### config.mk
export PLATFORM = sky130hd
export DESIGN_NAME = socket_power_regs
export DESIGN_NICKNAME = d
export VERILOG_FILES = /design/src/rtl/socket_power_pkg.sv /design/src/rtl/socket_power_regs.sv
export SDC_FILE = /design/constraint.sdc
export NUM_CORES = 1
export LEC_CHECK = 0
export ABC_CLOCK_PERIOD_IN_PS = 1300
export BUFFER_PORTS_ARGS = -buffer_cell sky130_fd_sc_hd__buf_2
export CAP_MARGIN = 20
export CORE_MARGIN = 2
export CORE_UTILIZATION = 41
export DETAILED_ROUTE_END_ITERATION = 8
export MAX_ROUTING_LAYER = met4
export PLACE_DENSITY = 0.79
export SKIP_LAST_GASP = 1
export SYNTH_ARGS = -nofsm -noshare
export SYNTH_HDL_FRONTEND = slang
export SYNTH_SLANG_ARGS = --single-unit
export TNS_END_PERCENT = 30
### constraint.sdc
create_clock -name SYS_CLK -period 1.3 [get_ports SYS_CLK]
set_input_delay 0.195 -clock SYS_CLK [delete_from_list [all_inputs] [get_ports SYS_CLK]]
set_output_delay 0.195 -clock SYS_CLK [all_outputs]
set_load 0.005 [all_outputs]
### src/rtl/socket_power_pkg.sv
// Constants for the socket voltage request and clock idle control registers
package socket_power_pkg;
   // Register byte offsets
   localparam logic [7:0] OFS_VOLTAGE_REQUEST = 8'h10;
   localparam logic [7:0] OFS_CLOCK_IDLE_CONTROL = 8'h20;
   // Voltage request register fields
   localparam int VREQ_ONE_BIT = 10;
   localparam int VREQ_POLICY_BIT = 7;
   localparam int VREQ_CARD_HI = 6;
   localparam int VREQ_CARD_LO = 4;
   localparam int VREQ_PROG_HI = 2;
   localparam int VREQ_PROG_LO = 0;
   // Clock idle control register fields
   localparam int IDLE_ACCESSED_BIT = 25;
   localparam int IDLE_MODE_BIT = 24;
   localparam int IDLE_ENABLE_BIT = 16;
   localparam int IDLE_SELECT_BIT = 0;
   // Card supply request codes
   localparam logic [2:0] VCC_OFF = 3'h0;
   localparam logic [2:0] VCC_5V = 3'h2;
   localparam logic [2:0] VCC_3V3 = 3'h3;
   localparam logic [2:0] VCC_ALT_Y = 3'h5;
   // Programming supply request codes
   localparam logic [2:0] VPP_OFF = 3'h0;
   localparam logic [2:0] VPP_12V = 3'h1;
   localparam logic [2:0] VPP_5V = 3'h2;
   localparam logic [2:0] VPP_3V3 = 3'h3;
   localparam logic [2:0] VPP_ALT_X = 3'h4;
   localparam logic [2:0] VPP_ALT_Y = 3'h5;
   // Reset values
   localparam logic [2:0] SUPPLY_RESET = 3'h0;
   localparam logic POLICY_RESET = 1'b0;
   localparam logic [31:0] ZERO_WORD = 32'h0000_0000;
   // Card clock states
   typedef enum logic [1:0] {CLK_RUN, CLK_STOP, CLK_SLOW} card_clock_e;
endpackage : socket_power_pkg

### src/rtl/socket_power_regs.sv
// Socket voltage request and card clock idle control register bank
// Notes on behaviour
// - Voltage request bits 31-11, 9-8 and 3 read zero, bit 10 reads one, writes there do nothing.
// - Policy bit 7 picks whether an idle socket alone, or idle plus host clock-run, stops the card clock.
// - Card supply field 6-4: 000 off, 010 5 V, 011 3.3 V, 101 alternate; 001, 110, 111 reserved.
// - Program supply field 2-0: 000 off, 001 12 V, 010 5 V, 011 3.3 V, 100/101 alternate; 110, 111 reserved.
// - With a CardBus card inserted, power goes on only at a voltage the card accepts.
// - Supply fields survive the host bus reset while power events are enabled, else either reset clears them.
// - Clock idle control resets to zero, only bits 16 and 0 are writable, bits 25 and 24 read status, others read zero.
// - The block slows or stops the card clock while the card is idle, governed by that register.
// - Bit 16 enables clock control; bit 0 at 0 stops the clock, at 1 slows it by 16.
// - Socket accessed flag sets on any card access, clears on a read, else only by general reset.
//
// Decided for this implementation: the plain strobed port.
`timescale 1ns/1ps
`default_nettype none
// Block overview
// Two registers on a plain strobe port
// Voltage request word holds policy and both supply codes
// Clock idle word holds throttle enable and select
// Accessed flag and clock mode are status only
// Unmapped addresses read zero and ignore writes
// Read data registered, valid one cycle after the strobe
// Read data returns to zero when no read was taken
// Slave never stalls, so back to back strobes are fine
//
// Power switch side
// Card supply follows the request only when accepted
// Reserved card codes keep the socket unpowered
// Program supply goes on only with an accepted card supply, on the same edge
// Reserved program codes read back but drive nothing
// Switch codes come from flip-flops, no decode glitches
// Supply follows request and sense lines a cycle later
// Removing the card drops both supplies at once
//
// Reset handling
// General reset is asynchronous and clears everything
// Host bus reset is sampled on the clock edge
// It clears only the supply fields, and only with events off
// With events on, supply requests survive host bus resets
// Host bus reset beats a write in the same cycle
// Accessed flag is touched by the general reset only
//
// Card clock control
// Enable gates everything; with it low the clock runs
// Select low stops the clock, high slows it by sixteen
// Policy high acts on an idle socket alone
// Policy low also waits for the host clock-run request
// Any card access in a cycle keeps the clock running
// Stop and slow outputs are never both high, decoded from one state register (both low while running)
// Clock mode status reads one while stopped or slowed
//
// Limitations
// Sense inputs are taken as synchronous to the clock
// An outside socket block must resynchronise raw pins
// Accessed flag set wins over a clear by the same read
// So a read may show zero and the flag set again next
// No interrupt or event logic lives in this block
//
module socket_power_regs (
   // Clock and resets
   input wire logic SYS_CLK,
   input wire logic RESET,
   input wire logic HOST_BUS_RESET,
   input wire logic PM_EVENT_ENABLE,
   // Register port
   input wire logic [7:0] ADDR,
   input wire logic [31:0] WDATA,
   input wire logic WR,
   input wire logic RD,
   output logic [31:0] RDATA,
   // Card status from socket logic
   input wire logic CARD_INSERTED,
   input wire logic CARD_ACCEPTS_5V,
   input wire logic CARD_ACCEPTS_3V3,
   input wire logic CARD_ACCEPTS_ALT,
   input wire logic CARD_IDLE,
   input wire logic CARD_ACCESS,
   input wire logic HOST_CLKRUN_STOPPING,
   // Power switch and card clock control
   output logic [2:0] CARD_SUPPLY,
   output logic [2:0] PROGRAM_SUPPLY,
   output logic CARD_CLOCK_STOP,
   output logic CARD_CLOCK_SLOW
);
   logic [2:0] card_supply_request_r, card_supply_request_nxt;
   logic [2:0] program_supply_request_r, program_supply_request_nxt;
   logic clock_halt_policy_r, clock_halt_policy_nxt;
   logic clock_throttle_enable_r, clock_throttle_enable_nxt;
   logic clock_throttle_select_r, clock_throttle_select_nxt;
   logic socket_accessed_flag_r, socket_accessed_flag_nxt;
   logic [31:0] rdata_r, rdata_nxt;
   logic [2:0] card_supply_r, card_supply_nxt;
   logic [2:0] program_supply_r, program_supply_nxt;
   socket_power_pkg::card_clock_e clk_state_r, clk_state_nxt;
   logic supply_clear;
   logic vcc_ok;
   logic idle_ok;

   // Host bus reset clears supply fields only while power events are off
   assign supply_clear = HOST_BUS_RESET && !PM_EVENT_ENABLE;

   // Card supply codes the inserted card can take; reserved codes never pass
   function automatic logic vcc_acceptable(input logic [2:0] code, input logic a5,
                                           input logic a3, input logic ay);
      unique case (code)
         socket_power_pkg::VCC_5V: vcc_acceptable = a5;
         socket_power_pkg::VCC_3V3: vcc_acceptable = a3;
         socket_power_pkg::VCC_ALT_Y: vcc_acceptable = ay;
         default: vcc_acceptable = 1'b0;
      endcase
   endfunction : vcc_acceptable

   // Register address match, shared by write and read decode
   function automatic logic addr_hit(input logic [7:0] a, input logic [7:0] ofs);
      addr_hit = (a == ofs);
   endfunction : addr_hit

   // Program supply codes that are defined; reserved ones drive off
   function automatic logic vpp_defined(input logic [2:0] code);
      vpp_defined = (code <= socket_power_pkg::VPP_ALT_Y);
   endfunction : vpp_defined

   assign vcc_ok = CARD_INSERTED &&
      vcc_acceptable(card_supply_request_r, CARD_ACCEPTS_5V, CARD_ACCEPTS_3V3, CARD_ACCEPTS_ALT);
   // Policy 0 waits for host clock-run, policy 1 acts on idle alone
   assign idle_ok = CARD_IDLE && (clock_halt_policy_r || HOST_CLKRUN_STOPPING);

   // Register writes, read data and access flag
   always_comb begin
      card_supply_request_nxt = card_supply_request_r;
      program_supply_request_nxt = program_supply_request_r;
      clock_halt_policy_nxt = clock_halt_policy_r;
      clock_throttle_enable_nxt = clock_throttle_enable_r;
      clock_throttle_select_nxt = clock_throttle_select_r;
      socket_accessed_flag_nxt = socket_accessed_flag_r;
      rdata_nxt = socket_power_pkg::ZERO_WORD;
      if (WR && addr_hit(ADDR, socket_power_pkg::OFS_VOLTAGE_REQUEST)) begin
         // Only policy and supply fields store; others are constants
         clock_halt_policy_nxt = WDATA[socket_power_pkg::VREQ_POLICY_BIT];
         card_supply_request_nxt =
            WDATA[socket_power_pkg::VREQ_CARD_HI:socket_power_pkg::VREQ_CARD_LO];
         program_supply_request_nxt =
            WDATA[socket_power_pkg::VREQ_PROG_HI:socket_power_pkg::VREQ_PROG_LO];
      end
      if (WR && addr_hit(ADDR, socket_power_pkg::OFS_CLOCK_IDLE_CONTROL)) begin
         clock_throttle_enable_nxt = WDATA[socket_power_pkg::IDLE_ENABLE_BIT];
         clock_throttle_select_nxt = WDATA[socket_power_pkg::IDLE_SELECT_BIT];
      end
      if (RD && addr_hit(ADDR, socket_power_pkg::OFS_VOLTAGE_REQUEST)) begin
         rdata_nxt[socket_power_pkg::VREQ_ONE_BIT] = 1'b1;
         rdata_nxt[socket_power_pkg::VREQ_POLICY_BIT] = clock_halt_policy_r;
         rdata_nxt[socket_power_pkg::VREQ_CARD_HI:socket_power_pkg::VREQ_CARD_LO] =
            card_supply_request_r;
         rdata_nxt[socket_power_pkg::VREQ_PROG_HI:socket_power_pkg::VREQ_PROG_LO] =
            program_supply_request_r;
      end
      if (RD && addr_hit(ADDR, socket_power_pkg::OFS_CLOCK_IDLE_CONTROL)) begin
         rdata_nxt[socket_power_pkg::IDLE_ACCESSED_BIT] = socket_accessed_flag_r;
         rdata_nxt[socket_power_pkg::IDLE_MODE_BIT] = (clk_state_r != socket_power_pkg::CLK_RUN);
         rdata_nxt[socket_power_pkg::IDLE_ENABLE_BIT] = clock_throttle_enable_r;
         rdata_nxt[socket_power_pkg::IDLE_SELECT_BIT] = clock_throttle_select_r;
         socket_accessed_flag_nxt = 1'b0;
      end
      // A new access in the read cycle wins over the clear
      if (CARD_ACCESS) begin
         socket_accessed_flag_nxt = 1'b1;
      end
      if (supply_clear) begin
         card_supply_request_nxt = socket_power_pkg::SUPPLY_RESET;
         program_supply_request_nxt = socket_power_pkg::SUPPLY_RESET;
      end
   end

   // Power switch drive and card clock state
   always_comb begin
      card_supply_nxt = socket_power_pkg::VCC_OFF;
      program_supply_nxt = socket_power_pkg::VPP_OFF;
      // Unacceptable Vcc keeps the socket fully unpowered
      if (vcc_ok) begin
         card_supply_nxt = card_supply_request_r;
         if (vpp_defined(program_supply_request_r)) begin
            program_supply_nxt = program_supply_request_r;
         end
      end
      clk_state_nxt = socket_power_pkg::CLK_RUN;
      if (clock_throttle_enable_r && idle_ok && !CARD_ACCESS) begin
         clk_state_nxt = clock_throttle_select_r ? socket_power_pkg::CLK_SLOW
                                                 : socket_power_pkg::CLK_STOP;
      end
   end

   // General reset clears all; supply fields also follow supply_clear above
   always_ff @(posedge SYS_CLK or posedge RESET) begin
      if (RESET) begin
         card_supply_request_r <= socket_power_pkg::SUPPLY_RESET;
         program_supply_request_r <= socket_power_pkg::SUPPLY_RESET;
         clock_halt_policy_r <= socket_power_pkg::POLICY_RESET;
         clock_throttle_enable_r <= 1'b0;
         clock_throttle_select_r <= 1'b0;
         socket_accessed_flag_r <= 1'b0;
         rdata_r <= socket_power_pkg::ZERO_WORD;
         card_supply_r <= socket_power_pkg::VCC_OFF;
         program_supply_r <= socket_power_pkg::VPP_OFF;
         clk_state_r <= socket_power_pkg::CLK_RUN;
      end else begin
         card_supply_request_r <= card_supply_request_nxt;
         program_supply_request_r <= program_supply_request_nxt;
         clock_halt_policy_r <= clock_halt_policy_nxt;
         clock_throttle_enable_r <= clock_throttle_enable_nxt;
         clock_throttle_select_r <= clock_throttle_select_nxt;
         socket_accessed_flag_r <= socket_accessed_flag_nxt;
         rdata_r <= rdata_nxt;
         card_supply_r <= card_supply_nxt;
         program_supply_r <= program_supply_nxt;
         clk_state_r <= clk_state_nxt;
      end
   end

   // Outputs from flip-flops; clock stop and slow are decoded from clk_state_r
   assign RDATA = rdata_r;
   assign CARD_SUPPLY = card_supply_r;
   assign PROGRAM_SUPPLY = program_supply_r;
   assign CARD_CLOCK_STOP = (clk_state_r == socket_power_pkg::CLK_STOP);
   assign CARD_CLOCK_SLOW = (clk_state_r == socket_power_pkg::CLK_SLOW);
endmodule : socket_power_regs
`default_nettype wire

==> results.py, run 1 <==
metrics = {
    "setup_path": {
        "crit_start": "card_supply_request_r[2]",
        "crit_family": "flip-flops",
        "rr_startpoint": "card_supply_request_r[2]",
        "crit_arrival_ps": 1380,
        "critPathMaxFanout": 5,
        "path_cells": "and3b_1, a31oi_2, and3b_1",
        "worstPathRequired_ps": 1510,
        "slowest_delay_ps": 420,
        "start_kind": "flop",
        "path_class": "flop to flop",
        "cp-end-kind": "flop",
        "slowest_stage": "dfrtp_1",
        "crit_buf_inv": 0,
        "reg2reg_slack_ps": 130,
        "crit_top_cell": "and3b_1",
    },
    "route": {
        "drt_first_pass_iters": 4,
        "ant_nets": 0,
        "wl_um": 2350,
        "via_count": 973,
        "vias_per_cell": 4.34,
        "post_drt_wl_per_cell_um": 10.5,
        "drt_iter0_drc": 21,
        "remaining_drc_errors": 0,
    },
    "clock_network": {
        "cts_buffer_depth": 2,
        "cts_root_buffer": "clkbuf_4",
        "cts_buffers": 5,
        "clock-sinks": 29,
        "cts_tree": "done",
        "worstSkewPairLatency_ps": 320,
        "clkTransAtPathRegs_ps": 80,
        "ctsHtreeMaxLevel": 2,
    },
    "place": {
        "dp_cells": 215,
        "place_ws_ps": -66.2,
        "io_buffers": 47,
        "gp_congestion": 0.860,
        "dp.final_hpwl_um": 1870,
    },
    "layout": {
        "area_growth_pct": 22.7,
        "drive_above_1_share": 0.378,
        "final_util": 0.537,
        "final_common_cell": "buf_2",
        "mostFrequentLayoutCells": "buf_2 (47), dfrtp_1 (29), conb_1 (21)",
        "final_cells": 224,
        "fillCellCount": 303,
        "antennaDiodeCount": 0,
        "fin_nets": 232,
    },
    "floorplan": {
        "ioPinCount": 93,
        "start_util": 0.437,
        "die-area_um2": 3790,
        "dieHeight_um": 61.5,
        "num_rows": 20,
        "fp.dieW_um": 61.5,
        "core_area_um2": 3100,
    },
    "sta": {
        "fin_skew_ps": 4.76,
        "setup_viol": 0,
        "layout_setup_ws_ps": 132,
        "finalHoldViolCount": 0,
        "drv_slew": 0,
        "fin_crit_ps": 1170,
        "fmaxAchievable_mhz": 856,
        "period_share": 0.898,
        "rsz0062_at_grt": "false",
    },
    "global_routing": {
        "grt_start_max_net_pins": 30,
        "overflow": 0,
        "track_usage": 0.150,
        "grt_pass1_vias": 887,
        "antenna_found_initial": 0,
        "grt_pass1_wl_um": 3810,
    },
    "power_and_ir_drop": {
        "power.density_nw_per_um2": 915,
        "peakVddDrop_mv": 0.337,
        "leakage_nw": 0.912,
    },
    "min_path": {
        "hold_start": "CARD_ACCESS",
        "hold_class": "primary input to flop",
    },
    "job": {
        "drv_cap": 0,
    },
    "yosys": {
        "synth_area_um2": 1360,
        "ys_types": 31,
        "ys_seq_area_frac": 0.535,
        "avgSynthCellArea_um2": 11.2,
        "syn_inst": 121,
        "yosysWarnings": 0,
        "ys_ff_latch": 29,
    },
    "status": {
        "status": "complete, no violations",
    },
}
## sequential cells by signal (all words and copies together), names as in the netlist
| signal | flops |
|---|---|
| clock_throttle_enable_r | 1 |
| clk_state_r | 2 |
| CARD_SUPPLY | 3 |
| socket_accessed_flag_r | 1 |
| PROGRAM_SUPPLY | 3 |
| clock_throttle_select_r | 1 |
| RDATA | 11 |
| program_supply_request_r | 3 |
| card_supply_request_r | 3 |
| clock_halt_policy_r | 1 |
## kinds of logic after synthesis
group,synth area share
and+or+nand+nor,0.231
DFF,0.535
buffers and inverters,0.136
muxes,0.0719
AOI/OAI and AO/OA,0.0230
other,0.00276
## path summary, 6_finish.rpt
kind	cells after the start	to
max	3	CARD_SUPPLY[0]
min	2	clk_state_r[1]
max reg2reg	3	CARD_SUPPLY[0]
max in group asynchronous	4	PROGRAM_SUPPLY[2]
min in group asynchronous	4	clock_halt_policy_r
min reg2reg	1	clk_state_r[0]
## routing by layer
layer | vias up | GRT usage | share of wire
li1 | 481 | - | -
met2 | 47 | 0.233 | 0.47
met4 | 0 | 0.100 | 0.029
met1 | 440 | 0.162 | 0.41
met5 | - | - | 0
met3 | 5 | 0.0504 | 0.084
## final cells by class
class,count,area [µm²],area share
Sequential cell,29,726,0.436
Multi-Input combinational cell,86,528,0.317
Timing Repair Buffer,55,298,0.179
Tap cell,44,55.1,0.0331
Clock buffer,6,41.3,0.0248
Clock inverter,2,10.0,0.00601
Inverter,2,7.51,0.00451
## per-stage QoR
stage	hold WS (ps)	cell area (µm²)	power, mW	setup TNS (ps)
detailed placement	273	1600	1.06	-302
finish	54.3	1670	1.52	0
CTS	35.5	1660	1.55	0
floorplan	266	1430	1.03	-9.88
global route	44.5	1670	1.60	0
global placement	267	1600	1.05	-61.9
## power by group
group	leakage [nW]	internal, mW	switching (mW)
clock	0.0320	0.205	0.278
combinational	0.480	0.0559	0.0741
sequential	0.399	0.907	0.00489
## worst register-to-register path, delay by kind of cell (launching register included)
family | cells | cell delay [ps]
and+or+nand+nor | 2 | 410
AOI/OAI and AO/OA | 1 | 230
DFF | 1 | 420
## cells in the mapped netlist, drive strengths merged
cell type	number	share of area
buf	23	0.13
and3b	2	0.013
nand2b	4	0.018
a21oi	1	0.0037
nor2	4	0.011
a21o	1	0.0055
a22oi	1	0.0055
mux2	3	0.028
mux2i	6	0.044
and4	3	0.020
nand2	15	0.041
and3	3	0.015
dfrtp	29	0.53
and2	6	0.028
a31oi	1	0.0046
nor4b	4	0.026
conb	1	0.0028
nand4	2	0.0092
clkbuf	1	0.0028
nor2b	4	0.018
nor4bb	1	0.0074
o21ai	1	0.0037
nor4	2	0.020
inv	2	0.0055
nand3	1	0.0037
## timing repair
| action | in CTS | in global routing |
|---|---|---|
| hold endpoints to repair | 29 | 0 |
| setup endpoints to repair | 0 | 1 |
| resized for setup | 0 | 1 |
| hold buffers | 1 | 0 |
| buffers inserted | 0 | 0 |
(Power assumes the default switching activity.)
==> inputs of run 2 (changes only) <==
--- a/config.mk
+++ b/config.mk
@@ -5,14 +5,14 @@
 export SDC_FILE = /design/constraint.sdc
 export NUM_CORES = 1
 export LEC_CHECK = 0
-export ABC_CLOCK_PERIOD_IN_PS = 1300
 export BUFFER_PORTS_ARGS = -buffer_cell sky130_fd_sc_hd__buf_2
 export CAP_MARGIN = 20
 export CORE_MARGIN = 2
-export CORE_UTILIZATION = 41
+export CORE_UTILIZATION = 37
+export CTS_CLUSTER_DIAMETER = 100
 export DETAILED_ROUTE_END_ITERATION = 8
 export MAX_ROUTING_LAYER = met4
-export PLACE_DENSITY = 0.79
+export PLACE_DENSITY = 0.76
 export SKIP_LAST_GASP = 1
 export SYNTH_ARGS = -nofsm -noshare
 export SYNTH_HDL_FRONTEND = slang
==> constraint.sdc (replaced) <==
create_clock -name SYS_CLK -period 1 [get_ports SYS_CLK]
set_input_delay 0.15 -clock SYS_CLK [delete_from_list [all_inputs] [get_ports SYS_CLK]]
set_output_delay 0.15 -clock SYS_CLK [all_outputs]
set_load 0.005 [all_outputs]
==> results.py, run 2 (synthesis gave the netlist of run 1 again) <==
metrics = {
    "sta": {
        "setup_viol": 10,
        "finalHoldViolCount": 0,
        "fin_crit_ps": 1160,
        "drv_slew": 0,
        "rsz0062_at_grt": "true",
        "tns_ps": -932,
        "fmaxAchievable_mhz": 861,
        "fin_skew_ps": 6.72,
        "layout_setup_ws_ps": -162,
        "period_share": 1.16,
    },
    "route": {
        "ant_nets": 0,
        "vias_per_cell": 4.40,
        "via_count": 1012,
        "drt_first_pass_iters": 4,
        "remaining_drc_errors": 0,
        "wl_um": 2470,
        "post_drt_wl_per_cell_um": 10.7,
        "drt_iter0_drc": 24,
    },
    "clock_network": {
        "clock-sinks": 29,
        "worstSkewPairLatency_ps": 280,
        "cts_buffer_depth": 2,
        "clkTransAtPathRegs_ps": 60,
        "cts_tree": "done",
        "cts_setup_buffers": 0,
        "ctsHtreeMaxLevel": 2,
        "cts_buffers": 5,
        "cts_root_buffer": "clkbuf_8",
    },
    "floorplan": {
        "start_util": 0.376,
        "ioPinCount": 93,
        "num_rows": 22,
        "die-area_um2": 4170,
        "dieHeight_um": 64.6,
        "core_area_um2": 3610,
        "fp.dieW_um": 64.6,
    },
    "setup_path": {
        "slowest_stage": "dfrtp_1",
        "reg2reg_slack_ps": -160,
        "ff2ff_path_depth": 3,
        "worstPathRequired_ps": 1130,
        "path_class": "flop to flop",
        "slowest_delay_ps": 380,
        "cp-end-kind": "flop",
        "path_cells": "buf_4, a21oi_1, nor4b_2",
        "start_kind": "flop",
        "critPathMaxFanout": 5,
        "crit_arrival_ps": 1290,
    },
    "global_routing": {
        "grt_pass1_wl_um": 4020,
        "grt_pass1_vias": 889,
        "overflow": 0,
        "grt_start_max_net_pins": 30,
        "track_usage": 0.135,
        "antenna_found_initial": 0,
    },
    "status": {
        "status": "finished, violations left",
        "violations": "negative setup slack",
    },
    "power_and_ir_drop": {
        "clockPowerShare": 0.428,
        "internal_power_mw": 1.88,
        "leakage_nw": 0.949,
        "comb_power_share": 0.073,
        "peakVddDrop_mv": 0.559,
        "switching_share": 0.211,
        "power.density_nw_per_um2": 1350,
        "pwr-share-seq": 0.499,
        "power.switching_mw": 0.503,
    },
    "layout": {
        "antennaDiodeCount": 0,
        "mostFrequentLayoutCells": "buf_2 (47), dfrtp_1 (29), conb_1 (21)",
        "largest_reg_flops": 11,
        "final_util": 0.489,
        "final_cells": 230,
        "fin_nets": 234,
        "fillCellCount": 332,
        "drive_above_1_share": 0.407,
        "final_common_cell": "buf_2",
        "area_growth_pct": 29.9,
    },
    "min_path": {
        "hold_class": "primary input to flop",
        "holdPathStages": 2,
    },
    "job": {
        "drv_cap": 0,
    },
    "place": {
        "place_ws_ps": -286,
        "io_buffers": 47,
        "gp_congestion": 0.834,
        "dp.final_hpwl_um": 1900,
        "dp_cells": 221,
    },
}
-- run 2: changes by cell type in the layout (fill, tap and decap cells not counted) --
cell / previous run / this run
clkbuf_4: 5 / 0
clkbuf_1: 1 / 0
a31oi_2: 1 / 0
buf_4: 7 / 9
nor4b_2: 0 / 3
a31oi_4: 0 / 1
clkinv_2: 2 / 1
clkbuf_8: 0 / 7
nor4b_1: 4 / 1
-- run 2: critical path: cells and delay by family (launching register included) --
kind | cells | cell delay, ps
buffers and inverters | 1 | 150
flip-flops | 1 | 380
AO/OA/AOI/OAI | 1 | 370
AND/OR/NAND/NOR | 1 | 120
-- run 2: path summary, 6_finish.rpt --
kind                                          start                          end
setup / recovery           card_supply_request_r[0]            PROGRAM_SUPPLY[1]
hold / removal                          CARD_ACCESS               clk_state_r[1]
setup reg to reg           card_supply_request_r[0]            PROGRAM_SUPPLY[1]
hold reg to reg             clock_throttle_select_r               clk_state_r[0]
max in group asynchronous                     RESET            PROGRAM_SUPPLY[1]
min in group asynchronous                     RESET  program_supply_request_r[1]
-- run 2: power by group through the flow --
stage | combinational, mW | sequential (mW) | clock (mW)
after floorplan | 0.137 | 1.21 | 0
after global placement | 0.166 | 1.21 | 0
after detailed placement | 0.169 | 1.21 | 0
after CTS | 0.174 | 1.19 | 1.05
after global routing | 0.197 | 1.19 | 1.11
final | 0.175 | 1.19 | 1.02
-- run 2: metrics by stage --
stage | hold WS (ps) | power (mW) | cell area (µm²)
2_1_floorplan | 221 | 1.34 | 1440
3_5_place_dp | 223 | 1.38 | 1620
6_report | 67.0 | 2.38 | 1760
4_1_cts | 60.1 | 2.41 | 1760
3_3_place_gp | 220 | 1.37 | 1620
5_1_grt | 86.2 | 2.49 | 1760
-- run 2: repair_timing --
item	CTS	global route
gates resized for setup	3	1
hold buffers	1	0
hold endpoints to repair	29	0
endpoints found under the setup margin	7	15
pin swaps	1	0
-- run 2: per-layer routing --
layer  wire length [µm]  track usage  vias up
li1                   -            -      486
met1                988        0.147      473
met2               1240        0.228       46
met3                167       0.0260        7
met4                 68       0.0798        0
met5                  0            -        -
-- run 2: area by class of cell --
class / count / area (µm²) / share of cell area
clock buffers: 7 / 96.3 / 0.0546
clock inverters: 1 / 5.00 / 0.00284
multi-input cells: 86 / 556 / 0.315
flip-flops and latches: 29 / 726 / 0.412
inverters: 2 / 7.51 / 0.00426
repair buffers: 57 / 313 / 0.177
well taps: 48 / 60.1 / 0.0341
